[src/hw/rsc_pkg.sv]
// Package of constants and types for the multi-source reset controller
package rsc_pkg;

  // ------------------------------------------------------------
  // Register map (byte addresses on the Wishbone slave)
  // ------------------------------------------------------------
  localparam int          WB_AW       = 8;
  localparam int          WB_DW       = 32;
  localparam logic [7:0]  ADR_CTRL    = 8'h00;
  localparam logic [7:0]  ADR_STAT    = 8'h04;
  localparam logic [7:0]  ADR_BOOT    = 8'h08;
  localparam logic [7:0]  ADR_SYSCFG  = 8'h0c;

  // ------------------------------------------------------------
  // Field positions
  // ------------------------------------------------------------
  localparam int          CTRL_HARD_B = 0;
  localparam int          CTRL_SOFT_B = 1;
  localparam int          CTRL_WDEN_B = 2;
  localparam int          STAT_BUSY_B = 8;
  localparam logic        WDEN_RST    = 1'b1;

  // ------------------------------------------------------------
  // Widths and default sequence lengths in clock cycles
  // ------------------------------------------------------------
  localparam int          CFG_W       = 8;
  localparam int          SRCSEL_W    = 3;
  localparam int          BOOT_W      = 32;
  localparam int          CNT_W       = 16;
  localparam int          SYNC_W      = 3 + CFG_W;
  localparam int          POR_CYC     = 64;
  localparam int          HARD_CYC    = 32;
  localparam int          SOFT_CYC    = 16;
  localparam int          GUARD_CYC   = 4;

  // ------------------------------------------------------------
  // Types
  // ------------------------------------------------------------
  typedef enum logic [2:0] {
    ST_IDLE,
    ST_POR,
    ST_HARD,
    ST_SOFT,
    ST_GUARD
  } rsc_state_t;

  // Which sources took part in a reset
  typedef struct packed {
    logic sw_soft;
    logic sw_hard;
    logic rio;
    logic tap;
    logic wdog;
    logic ext_soft;
    logic ext_hard;
    logic por;
  } rsc_src_t;

endpackage

[src/hw/rsc_sync.sv]
// Two-flop synchroniser for asynchronous pin inputs
`timescale 1ns/1ps
module rsc_sync #(
  parameter int         W   = 1,
  parameter logic [W-1:0] RST = '0
) (
  input  wire logic         clk_i,  // Device clock
  input  wire logic         rst_i,  // Synchronous reset, high
  input  wire logic [W-1:0] d_i,    // Asynchronous input
  output logic      [W-1:0] q_o     // Synchronised output
);

  logic [W-1:0] meta_ff;
  logic [W-1:0] q_ff;

  // The first stage feeds only the second stage
  always_ff @(posedge clk_i) begin
    if (rst_i) begin
      meta_ff <= RST;
      q_ff    <= RST;
    end else begin
      meta_ff <= d_i;
      q_ff    <= meta_ff;
    end
  end

  assign q_o = q_ff;

endmodule

[src/hw/rsc_ctrl.sv]
// Multi-source reset sequencer with Wishbone register access
// ------------------------------------------------------------
// Notes on behaviour
// - Power-on resets everything, drives both lines.
// - Boot word loads only during power-on input.
// - Soft line driven whenever hard line is.
// - Hard line open-drain: pull low or release.
// - Hard reset drives lines, cores, re-applies stored config.
// - Hard reset never reloads the boot word.
// - External soft seen only when not driving.
// - Soft line open-drain: pull low or release.
// - Soft reset drives soft line, keeps config.
// - Test port host command runs soft reset.
// - Enabled watchdog expiry runs hard reset.
// - Serial link request runs hard reset.
// - Software hard request bit runs hard reset.
// - Software soft request bit runs soft reset.
// - Status register records last reset sources.
// - Pins, PLL, source select only on power-on.
// ------------------------------------------------------------
//
// Implementation choices: the address map and register access over Wishbone.
`timescale 1ns/1ps
module rsc_ctrl
  import rsc_pkg::*;
#(
  parameter int P_POR_CYC   = POR_CYC,
  parameter int P_HARD_CYC  = HARD_CYC,
  parameter int P_SOFT_CYC  = SOFT_CYC,
  parameter int P_GUARD_CYC = GUARD_CYC
) (
  input  wire logic              clk_i,          // Device clock, 100 MHz
  input  wire logic              rst_i,          // Synchronous reset, high
  input  wire logic              wb_cyc_i,       // Wishbone cycle
  input  wire logic              wb_stb_i,       // Wishbone strobe
  input  wire logic              wb_we_i,        // Wishbone write enable
  input  wire logic [WB_AW-1:0]  wb_adr_i,       // Wishbone byte address
  input  wire logic [3:0]        wb_sel_i,       // Wishbone byte lanes
  input  wire logic [WB_DW-1:0]  wb_dat_i,       // Wishbone write data
  output logic      [WB_DW-1:0]  wb_dat_o,       // Wishbone read data
  output logic                   wb_ack_o,       // Wishbone acknowledge
  input  wire logic              power_on_reset_n_i, // Power-on pin, low
  input  wire logic              hard_reset_line_n_i, // Hard line level
  output logic                   hard_reset_line_n_o, // Hard line drive
  output logic                   hard_reset_line_oe_o, // Hard line pull
  input  wire logic              soft_reset_line_n_i, // Soft line level
  output logic                   soft_reset_line_n_o, // Soft line drive
  output logic                   soft_reset_line_oe_o, // Soft line pull
  input  wire logic [CFG_W-1:0]  cfg_pins_i,     // Configuration pins
  input  wire logic [BOOT_W-1:0] boot_word_i,    // Boot word source
  input  wire logic              wdog_zero_i,    // Watchdog count zero
  input  wire logic              tap_soft_req_i, // Test port host reset
  input  wire logic              rio_hard_req_i, // Serial link hard req
  output logic                   core_reset_o,   // Extended cores reset
  output logic                   pll_reset_o,    // PLL state reset
  output logic [SRCSEL_W-1:0]    cfg_src_sel_o,  // Config source select
  output logic [BOOT_W-1:0]      boot_configuration_word_o, // Boot word
  output logic [BOOT_W-1:0]      sys_cfg_o       // Applied system config
);

  // ------------------------------------------------------------
  // Parameter checks
  // ------------------------------------------------------------
  if (P_POR_CYC < 1 || P_POR_CYC >= (1 << CNT_W) ||
      P_HARD_CYC < 1 || P_HARD_CYC >= (1 << CNT_W) ||
      P_SOFT_CYC < 1 || P_SOFT_CYC >= (1 << CNT_W)) begin : g_bad_cyc
    $error("rsc_ctrl: sequence length out of range");
  end
  // The guard must outlast the pin synchroniser so our own drive is not seen
  if (P_GUARD_CYC < 3 || P_GUARD_CYC >= (1 << CNT_W)) begin : g_bad_guard
    $error("rsc_ctrl: guard length out of range");
  end

  localparam logic [CNT_W-1:0] POR_LD   = CNT_W'(P_POR_CYC - 1);
  localparam logic [CNT_W-1:0] HARD_LD  = CNT_W'(P_HARD_CYC - 1);
  localparam logic [CNT_W-1:0] SOFT_LD  = CNT_W'(P_SOFT_CYC - 1);
  localparam logic [CNT_W-1:0] GUARD_LD = CNT_W'(P_GUARD_CYC - 1);

  // ------------------------------------------------------------
  // Pin synchronisation
  // ------------------------------------------------------------
  logic [SYNC_W-1:0] pins_s;
  logic              por_act;
  logic              hard_low;
  logic              soft_low;
  logic [CFG_W-1:0]  cfg_s;

  rsc_sync #(
    .W   (SYNC_W),
    .RST ({3'b111, {CFG_W{1'b0}}})
  ) rsc_sync_inst (
    .clk_i (clk_i),
    .rst_i (rst_i),
    .d_i   ({power_on_reset_n_i, hard_reset_line_n_i,
             soft_reset_line_n_i, cfg_pins_i}),
    .q_o   (pins_s)
  );

  assign por_act  = ~pins_s[SYNC_W-1];
  assign hard_low = ~pins_s[SYNC_W-2];
  assign soft_low = ~pins_s[SYNC_W-3];
  assign cfg_s    = pins_s[CFG_W-1:0];

  // ------------------------------------------------------------
  // Register bus
  // ------------------------------------------------------------
  logic              ack_ff;
  logic [WB_DW-1:0]  rdat_ff;
  logic              wb_req;
  logic              wb_wr;
  logic              wden_ff;
  logic              sw_hard_set;
  logic              sw_soft_set;
  rsc_src_t          stat_ff;
  rsc_state_t        state_ff;
  logic [BOOT_W-1:0] boot_ff;
  logic [BOOT_W-1:0] syscfg_ff;

  function automatic logic hit(input logic [WB_AW-1:0] a,
                               input logic [7:0]       r);
    hit = (a[WB_AW-1:2] == r[WB_AW-1:2]);
  endfunction

  assign wb_req = wb_cyc_i & wb_stb_i;
  // A write takes effect on the edge that the master sees ack
  assign wb_wr  = wb_req & wb_we_i & ack_ff;

  assign sw_hard_set = wb_wr & hit(wb_adr_i, ADR_CTRL) & wb_sel_i[0] &
                       wb_dat_i[CTRL_HARD_B];
  assign sw_soft_set = wb_wr & hit(wb_adr_i, ADR_CTRL) & wb_sel_i[0] &
                       wb_dat_i[CTRL_SOFT_B];

  always_ff @(posedge clk_i) begin
    if (rst_i) begin
      ack_ff <= 1'b0;
    end else begin
      ack_ff <= wb_req & ~ack_ff;
    end
  end

  always_ff @(posedge clk_i) begin
    if (rst_i) begin
      wden_ff <= WDEN_RST;
    end else if (wb_wr & hit(wb_adr_i, ADR_CTRL) & wb_sel_i[0]) begin
      wden_ff <= wb_dat_i[CTRL_WDEN_B];
    end
  end

  // Unmapped addresses answer with zero data
  always_ff @(posedge clk_i) begin
    if (rst_i) begin
      rdat_ff <= '0;
    end else if (wb_req & ~ack_ff) begin
      rdat_ff <= '0;
      if (hit(wb_adr_i, ADR_CTRL)) begin
        rdat_ff[CTRL_WDEN_B] <= wden_ff;
      end else if (hit(wb_adr_i, ADR_STAT)) begin
        rdat_ff[$bits(rsc_src_t)-1:0] <= stat_ff;
        rdat_ff[STAT_BUSY_B]          <= (state_ff != ST_IDLE);
      end else if (hit(wb_adr_i, ADR_BOOT)) begin
        rdat_ff[BOOT_W-1:0] <= boot_ff;
      end else if (hit(wb_adr_i, ADR_SYSCFG)) begin
        rdat_ff[BOOT_W-1:0] <= syscfg_ff;
      end
    end
  end

  // ------------------------------------------------------------
  // Pending internal requests
  // ------------------------------------------------------------
  logic       p_wdog_ff;
  logic       p_rio_ff;
  logic       p_swh_ff;
  logic       p_tap_ff;
  logic       p_sws_ff;
  logic       clr_hard;
  logic       clr_soft;
  logic       ext_hard;
  logic       ext_soft;
  logic       hard_req;
  logic       soft_req;
  rsc_src_t   src_now;

  // Set wins over clear, so while clr_hard is high only a request in its last high cycle is kept
  always_ff @(posedge clk_i) begin
    if (rst_i) begin
      p_wdog_ff <= 1'b0;
      p_rio_ff  <= 1'b0;
      p_swh_ff  <= 1'b0;
    end else begin
      p_wdog_ff <= (wdog_zero_i & wden_ff) | (p_wdog_ff & ~clr_hard);
      p_rio_ff  <= rio_hard_req_i | (p_rio_ff & ~clr_hard);
      p_swh_ff  <= sw_hard_set | (p_swh_ff & ~clr_hard);
    end
  end

  always_ff @(posedge clk_i) begin
    if (rst_i) begin
      p_tap_ff <= 1'b0;
      p_sws_ff <= 1'b0;
    end else begin
      p_tap_ff <= tap_soft_req_i | (p_tap_ff & ~clr_soft);
      p_sws_ff <= sw_soft_set | (p_sws_ff & ~clr_soft);
    end
  end

  // Pins are only trusted while this end is not pulling them
  assign ext_hard = hard_low & ((state_ff == ST_IDLE) | (state_ff == ST_SOFT));
  assign ext_soft = soft_low & (state_ff == ST_IDLE);
  assign hard_req = ext_hard | p_wdog_ff | p_rio_ff | p_swh_ff;
  assign soft_req = ext_soft | p_tap_ff | p_sws_ff;

  always_comb begin
    src_now          = '0;
    src_now.por      = por_act;
    src_now.ext_hard = ext_hard;
    src_now.ext_soft = ext_soft;
    src_now.wdog     = p_wdog_ff;
    src_now.tap      = p_tap_ff;
    src_now.rio      = p_rio_ff;
    src_now.sw_hard  = p_swh_ff;
    src_now.sw_soft  = p_sws_ff;
  end

  // ------------------------------------------------------------
  // Sequencer
  // ------------------------------------------------------------
  rsc_state_t       nxt_state;
  logic [CNT_W-1:0] cnt_ff;
  logic [CNT_W-1:0] nxt_cnt;
  logic             start;

  always_comb begin
    nxt_state = state_ff;
    nxt_cnt   = (cnt_ff != '0) ? cnt_ff - CNT_W'(1) : '0;
    if (por_act) begin
      nxt_state = ST_POR;
      nxt_cnt   = POR_LD;
    end else begin
      case (state_ff)
        ST_IDLE: begin
          if (hard_req) begin
            nxt_state = ST_HARD;
            nxt_cnt   = HARD_LD;
          end else if (soft_req) begin
            nxt_state = ST_SOFT;
            nxt_cnt   = SOFT_LD;
          end
        end
        ST_SOFT: begin
          if (hard_req) begin
            nxt_state = ST_HARD;
            nxt_cnt   = HARD_LD;
          end else if (cnt_ff == '0) begin
            nxt_state = ST_GUARD;
            nxt_cnt   = GUARD_LD;
          end
        end
        ST_POR, ST_HARD: begin
          if (cnt_ff == '0) begin
            nxt_state = ST_GUARD;
            nxt_cnt   = GUARD_LD;
          end
        end
        ST_GUARD: begin
          if (cnt_ff == '0) begin
            nxt_state = ST_IDLE;
          end
        end
        default: begin
          nxt_state = ST_IDLE;
          nxt_cnt   = '0;
        end
      endcase
    end
  end

  // A sequence starts whenever the state climbs to a stronger reset
  assign start    = ((nxt_state == ST_POR) & (state_ff != ST_POR)) |
                    ((nxt_state == ST_HARD) & (state_ff != ST_HARD)) |
                    ((nxt_state == ST_SOFT) & (state_ff != ST_SOFT));
  assign clr_hard = (nxt_state == ST_HARD) | (nxt_state == ST_POR);
  assign clr_soft = clr_hard | (nxt_state == ST_SOFT);

  always_ff @(posedge clk_i) begin
    if (rst_i) begin
      state_ff <= ST_IDLE;
      cnt_ff   <= '0;
    end else begin
      state_ff <= nxt_state;
      cnt_ff   <= nxt_cnt;
    end
  end

  always_ff @(posedge clk_i) begin
    if (rst_i) begin
      stat_ff <= '0;
    end else if (start) begin
      stat_ff <= src_now;
    end
  end

  // ------------------------------------------------------------
  // Configuration capture
  // ------------------------------------------------------------
  logic [SRCSEL_W-1:0] srcsel_ff;
  logic                seq_end;

  // Pins and the boot word are only taken while the power-on input is low
  always_ff @(posedge clk_i) begin
    if (rst_i) begin
      boot_ff   <= '0;
      srcsel_ff <= '0;
    end else if (por_act) begin
      boot_ff   <= boot_word_i;
      srcsel_ff <= cfg_s[SRCSEL_W-1:0];
    end
  end

  // System config is re-applied from the stored word; soft keeps it
  assign seq_end = (cnt_ff == '0) & ~por_act &
                   ((state_ff == ST_POR) | (state_ff == ST_HARD));

  always_ff @(posedge clk_i) begin
    if (rst_i) begin
      syscfg_ff <= '0;
    end else if (seq_end) begin
      syscfg_ff <= boot_ff;
    end
  end

  // ------------------------------------------------------------
  // Output drive
  // ------------------------------------------------------------
  logic drv_hard_ff;
  logic drv_soft_ff;
  logic core_ff;
  logic pll_ff;
  logic low_ff;

  always_ff @(posedge clk_i) begin
    if (rst_i) begin
      drv_hard_ff <= 1'b0;
      drv_soft_ff <= 1'b0;
      core_ff     <= 1'b0;
      pll_ff      <= 1'b0;
    end else begin
      drv_hard_ff <= (nxt_state == ST_POR) | (nxt_state == ST_HARD);
      drv_soft_ff <= (nxt_state == ST_POR) | (nxt_state == ST_HARD) |
                     (nxt_state == ST_SOFT);
      core_ff     <= (nxt_state == ST_POR) | (nxt_state == ST_HARD) |
                     (nxt_state == ST_SOFT);
      pll_ff      <= (nxt_state == ST_POR);
    end
  end

  // Open-drain data is always low; only the enable ever changes
  always_ff @(posedge clk_i) begin
    if (rst_i) begin
      low_ff <= 1'b0;
    end else begin
      low_ff <= 1'b0;
    end
  end

  assign wb_ack_o                  = ack_ff;
  assign wb_dat_o                  = rdat_ff;
  assign hard_reset_line_n_o       = low_ff;
  assign hard_reset_line_oe_o      = drv_hard_ff;
  assign soft_reset_line_n_o       = low_ff;
  assign soft_reset_line_oe_o      = drv_soft_ff;
  assign core_reset_o              = core_ff;
  assign pll_reset_o               = pll_ff;
  assign cfg_src_sel_o             = srcsel_ff;
  assign boot_configuration_word_o = boot_ff;
  assign sys_cfg_o                 = syscfg_ff;

endmodule

[config.mk]
export PLATFORM = sky130hd
export DESIGN_NAME = rsc_ctrl
export DESIGN_NICKNAME = d
export VERILOG_FILES = /design/src/hw/rsc_pkg.sv /design/src/hw/rsc_sync.sv /design/src/hw/rsc_ctrl.sv
export SDC_FILE = /design/constraint.sdc
export NUM_CORES = 1
export LEC_CHECK = 0
export BUFFER_PORTS_ARGS = -buffer_cell sky130_fd_sc_hd__buf_2
export CAP_MARGIN = 20
export CORE_UTILIZATION = 48
export DETAILED_ROUTE_END_ITERATION = 10
export HOLD_SLACK_MARGIN = 0.03
export PLACE_DENSITY = 0.88
export SLEW_MARGIN = 20
export SYNTH_ARGS = -nofsm -noshare
export SYNTH_HDL_FRONTEND = slang
export SYNTH_SLANG_ARGS = --single-unit
export TNS_END_PERCENT = 50
[constraint.sdc]
create_clock -name clk_i -period 6.7 [get_ports clk_i]
set_input_delay 1.005 -clock clk_i [delete_from_list [all_inputs] [get_ports clk_i]]
set_output_delay 1.005 -clock clk_i [all_outputs]
set_load 0.01 [all_outputs]
==> out/results.tsv <==
stage	metric	value	unit
timing	Fmax achieved	288	MHz
timing	worst-margin pin slew	0.959	ns
synthesis	synthesized instance count	656	
clocking	CTS Sinks	148	
status	status	complete, no violations	
routing	met2 wire len	7240	um
layout	nets@finish	886	
job	max-cap violation count	0	
timing	min setup slack post-route	3.23	ns
worst_setup_path	Setup crit start kind	register	
worst_setup_path	data required time of the critical path	7.03	ns
die	die area	0.0128	sq mm
layout	Filler cells	1011	
power	Pwr Total	2210	uW
worst_setup_path	crit path DAT	3.80	ns
synthesis	sequential area share after synthesis	49.9	%
power	Leak	0.00342	uW
global_route	first-pass GRT wire length	24700	um
place	Port-buffer cells	159	
timing	Setup-failing EPs final	0	
synthesis	most common cell in the netlist	dfxtp_1	
routing	Met3 Routed Length	1130	um
clocking	clk root buf	clkbuf_16	
clocking	clk slew on worst S/H paths	0.06	ns
routing	DR top layer	met4	
routing	first-pass detailed-route iteration total	5	
timing	max-slew violations	0	
place	Placer Congestion	0.837	
die	chip height	113	um
clocking	CTS max path bufs	2	
hold_path	worst min-delay path class	register to register	
worst_setup_path	CP max FO	16	
die	Core Area	0.0120	sq mm
timing	Fin. Hold Viols	0	
synthesis	Distinct cells, synth	54	
worst_setup_path	WS Path Type	register to register	
routing	post-route ant nets	0	
place	Place WS	3.33	ns
timing	unrepaired setup endpoints after global routing	no	
synthesis	Post-Syn Area	0.00594	sq mm
place	# placed instances	918	
synthesis	top cells by count, synth	148 x dfxtp_1, 99 x nand2_1, 95 x nor2_1, 44 x a21oi_1, 41 x mux2i_1	
die	width of the die	113	um
worst_setup_path	crit-path cells	inv_1 -> ha_1 -> or4b_1 -> or4_1 -> a221oi_4 -> o21a_1 -> mux2i_1	
routing	WL final	15200	um
timing	Setup TNS	0	ns
routing	DRT met1 WL	6470	um
routing	Via density	5.54	
global_route	GRT overflow	0	
synthesis	Avg Cell Area, Syn	9.05	sq um
layout	ratio of cells with drive above 1 in the final layout	29.8	%
power	PD cells	302	mW/mm^2
hold_path	hold_sp	rsc_sync_inst.meta_ff[10]	
synthesis	number of synthesized flops with an enable pin	0	
worst_setup_path	Top delay family on crit path	simple AND/OR/NAND/NOR gates	
routing	Iter 0 DRT Violations	405	
die	Rows	40	
clocking	post-CTS setup buffers	0	
synthesis	Main synth FF type	dfxtp_1	
layout	Post-Layout Cell Count	951	
worst_setup_path	R2R setup slack	3.23	ns
global_route	number of global-route vias before repair	5063	
timing	Fin Hold WS	0.410	ns
worst_setup_path	Crit path largest cell delay	0.87	ns
routing	final routed DRC violation total	0	
timing	Rel. slew slack	36.1	%
worst_setup_path	crit path from	cnt_ff[0]	
worst_setup_path	FF-to-FF Start	cnt_ff[0]	
synthesis	Post-synth ARST share	0	%
die	effective utilization at floorplan	49.4	%
worst_setup_path	Worst setup EP type	register	
routing	DR vias	5266	
worst_setup_path	slowest stage cell on the critical path	or4_1	
clocking	# H-tree levels	4	
clocking	Post-CTS Hold Buffers	0	
synthesis	warnings from Yosys	0	
clocking	post-CTS sizing	0	
clocking	CTS Buf Count	17	
synthesis	leading area contributor after synthesis	dfxtp_1	
timing	min cycle time layout	3.47	ns
place	Detail Placement HPWL	9890	um
synthesis	#FFs+latches synth	148	
timing	share of the clock period used by the worst path	51.8	%
global_route	Global Route Usage Sum	24.2	%
routing	Routed WL per cell	16.0	um
global_route	antenna violations before repair	1	
synthesis	top post-synthesis cells by area	dfxtp_1 50%, mux2i_1 6.9%, nand2_1 6.3%	
worst_setup_path	WP buf/inv	1	
layout	area grow syn2layout	23.5	%
synthesis	Synth top area share	49.9	%
timing	Post-Route Skew	0.00803	ns
clocking	TritonCTS clock tree	done	
die	num ports	201	
clocking	clock latency on the worst-skew pair	0.42	ns
global_route	largest net degree at the start of global routing	91	
power	Max VDD drop	0.000236	V
-- area by class of cell --
cell class / count / area (sq um) / share of cell area, %
Sequential cell: 148 / 2960 / 40.4
Timing Repair Buffer: 165 / 843 / 11.5
Clock inverter: 13 / 129 / 1.76
Inverter: 8 / 30.0 / 0.410
Multi-Input combinational cell: 450 / 2740 / 37.3
Clock buffer: 19 / 443 / 6.04
Antenna cell: 1 / 2.50 / 0.0341
Tap cell: 147 / 184 / 2.51
-- final timing paths --
kind,end,cells past startpoint
setup / recovery,stat_ff[4],7
hold / removal,rsc_sync_inst.q_o[10],1
setup reg to reg,stat_ff[4],7
hold reg to reg,rsc_sync_inst.q_o[10],1
-- through the flow --
step                area (sq um)  util, %
floorplan                   5940        -
global placement            6760     56.3
detailed placement          6760     56.3
CTS                         7330     61.0
global route                7330     61.0
finish                      7330     61.0
-- worst reg2reg max path, delay by kind of cell, from the launching register on --
kind	cells	cell delay [ns]
adders and majority gates	1	0.21
buffers and inverters	1	0.07
DFF	1	0.33
and+or+nand+nor	2	1.48
AOI/OAI and AO/OA	2	1.03
muxes	1	0.28
-- metal layers --
layer  vias to the layer above  global-route usage (%)
li1                       2522                       -
met2                       205                    40.2
met3                        32                    7.98
met5                         -                       0
met4                         0                    9.91
met1                      2507                    28.8
-- power breakdown --
group / internal [uW] / switching [uW]
Combinational: 135 / 204
Sequential: 925 / 40.1
Clock: 526 / 382
-- cells in the final DEF (no fill, tap or decap), types with 10 or more instances in the layout --
master and count:
o21ai_0 10, nor2_1 94, buf_2 158, clkbuf_16 17, a21oi_1 44, dfxtp_1 147
mux2i_1 41, mux2_2 31, a22oi_1 32, nand2_1 99
-- logic make-up (layout without fill, tap and decap cells) --
group | count (synthesis) | count (layout) | share of synthesized area [%]
and+or+nand+nor | 246 | 246 | 17.8
xor gates and xnor gates | 13 | 13 | 1.92
other | 1 | 3 | 0.0632
buffers and inverters | 59 | 205 | 4.13
DFF | 148 | 148 | 49.9
adders and majority gates | 1 | 1 | 0.211
muxes | 73 | 73 | 13.2
AOI/OAI and AO/OA | 115 | 115 | 12.8
-- state kept, by name (all words and copies together) (netlist names) --
register                   cells
p_swh_ff                       1
pll_reset_o                    1
core_reset_o                   1
wden_ff                        1
state_ff                       3
boot_configuration_word_o     32
wb_ack_o                       1
p_sws_ff                       1
rsc_sync_inst.meta_ff          6
rsc_sync_inst.q_o              6
wb_dat_o                      32
p_tap_ff                       1
cnt_ff                        16
hard_reset_line_oe_o           1
p_wdog_ff                      1
p_rio_ff                       1
sys_cfg_o                     32
cfg_src_sel_o                  3
stat_ff                        8
Power figures use the tool's default switching activity.
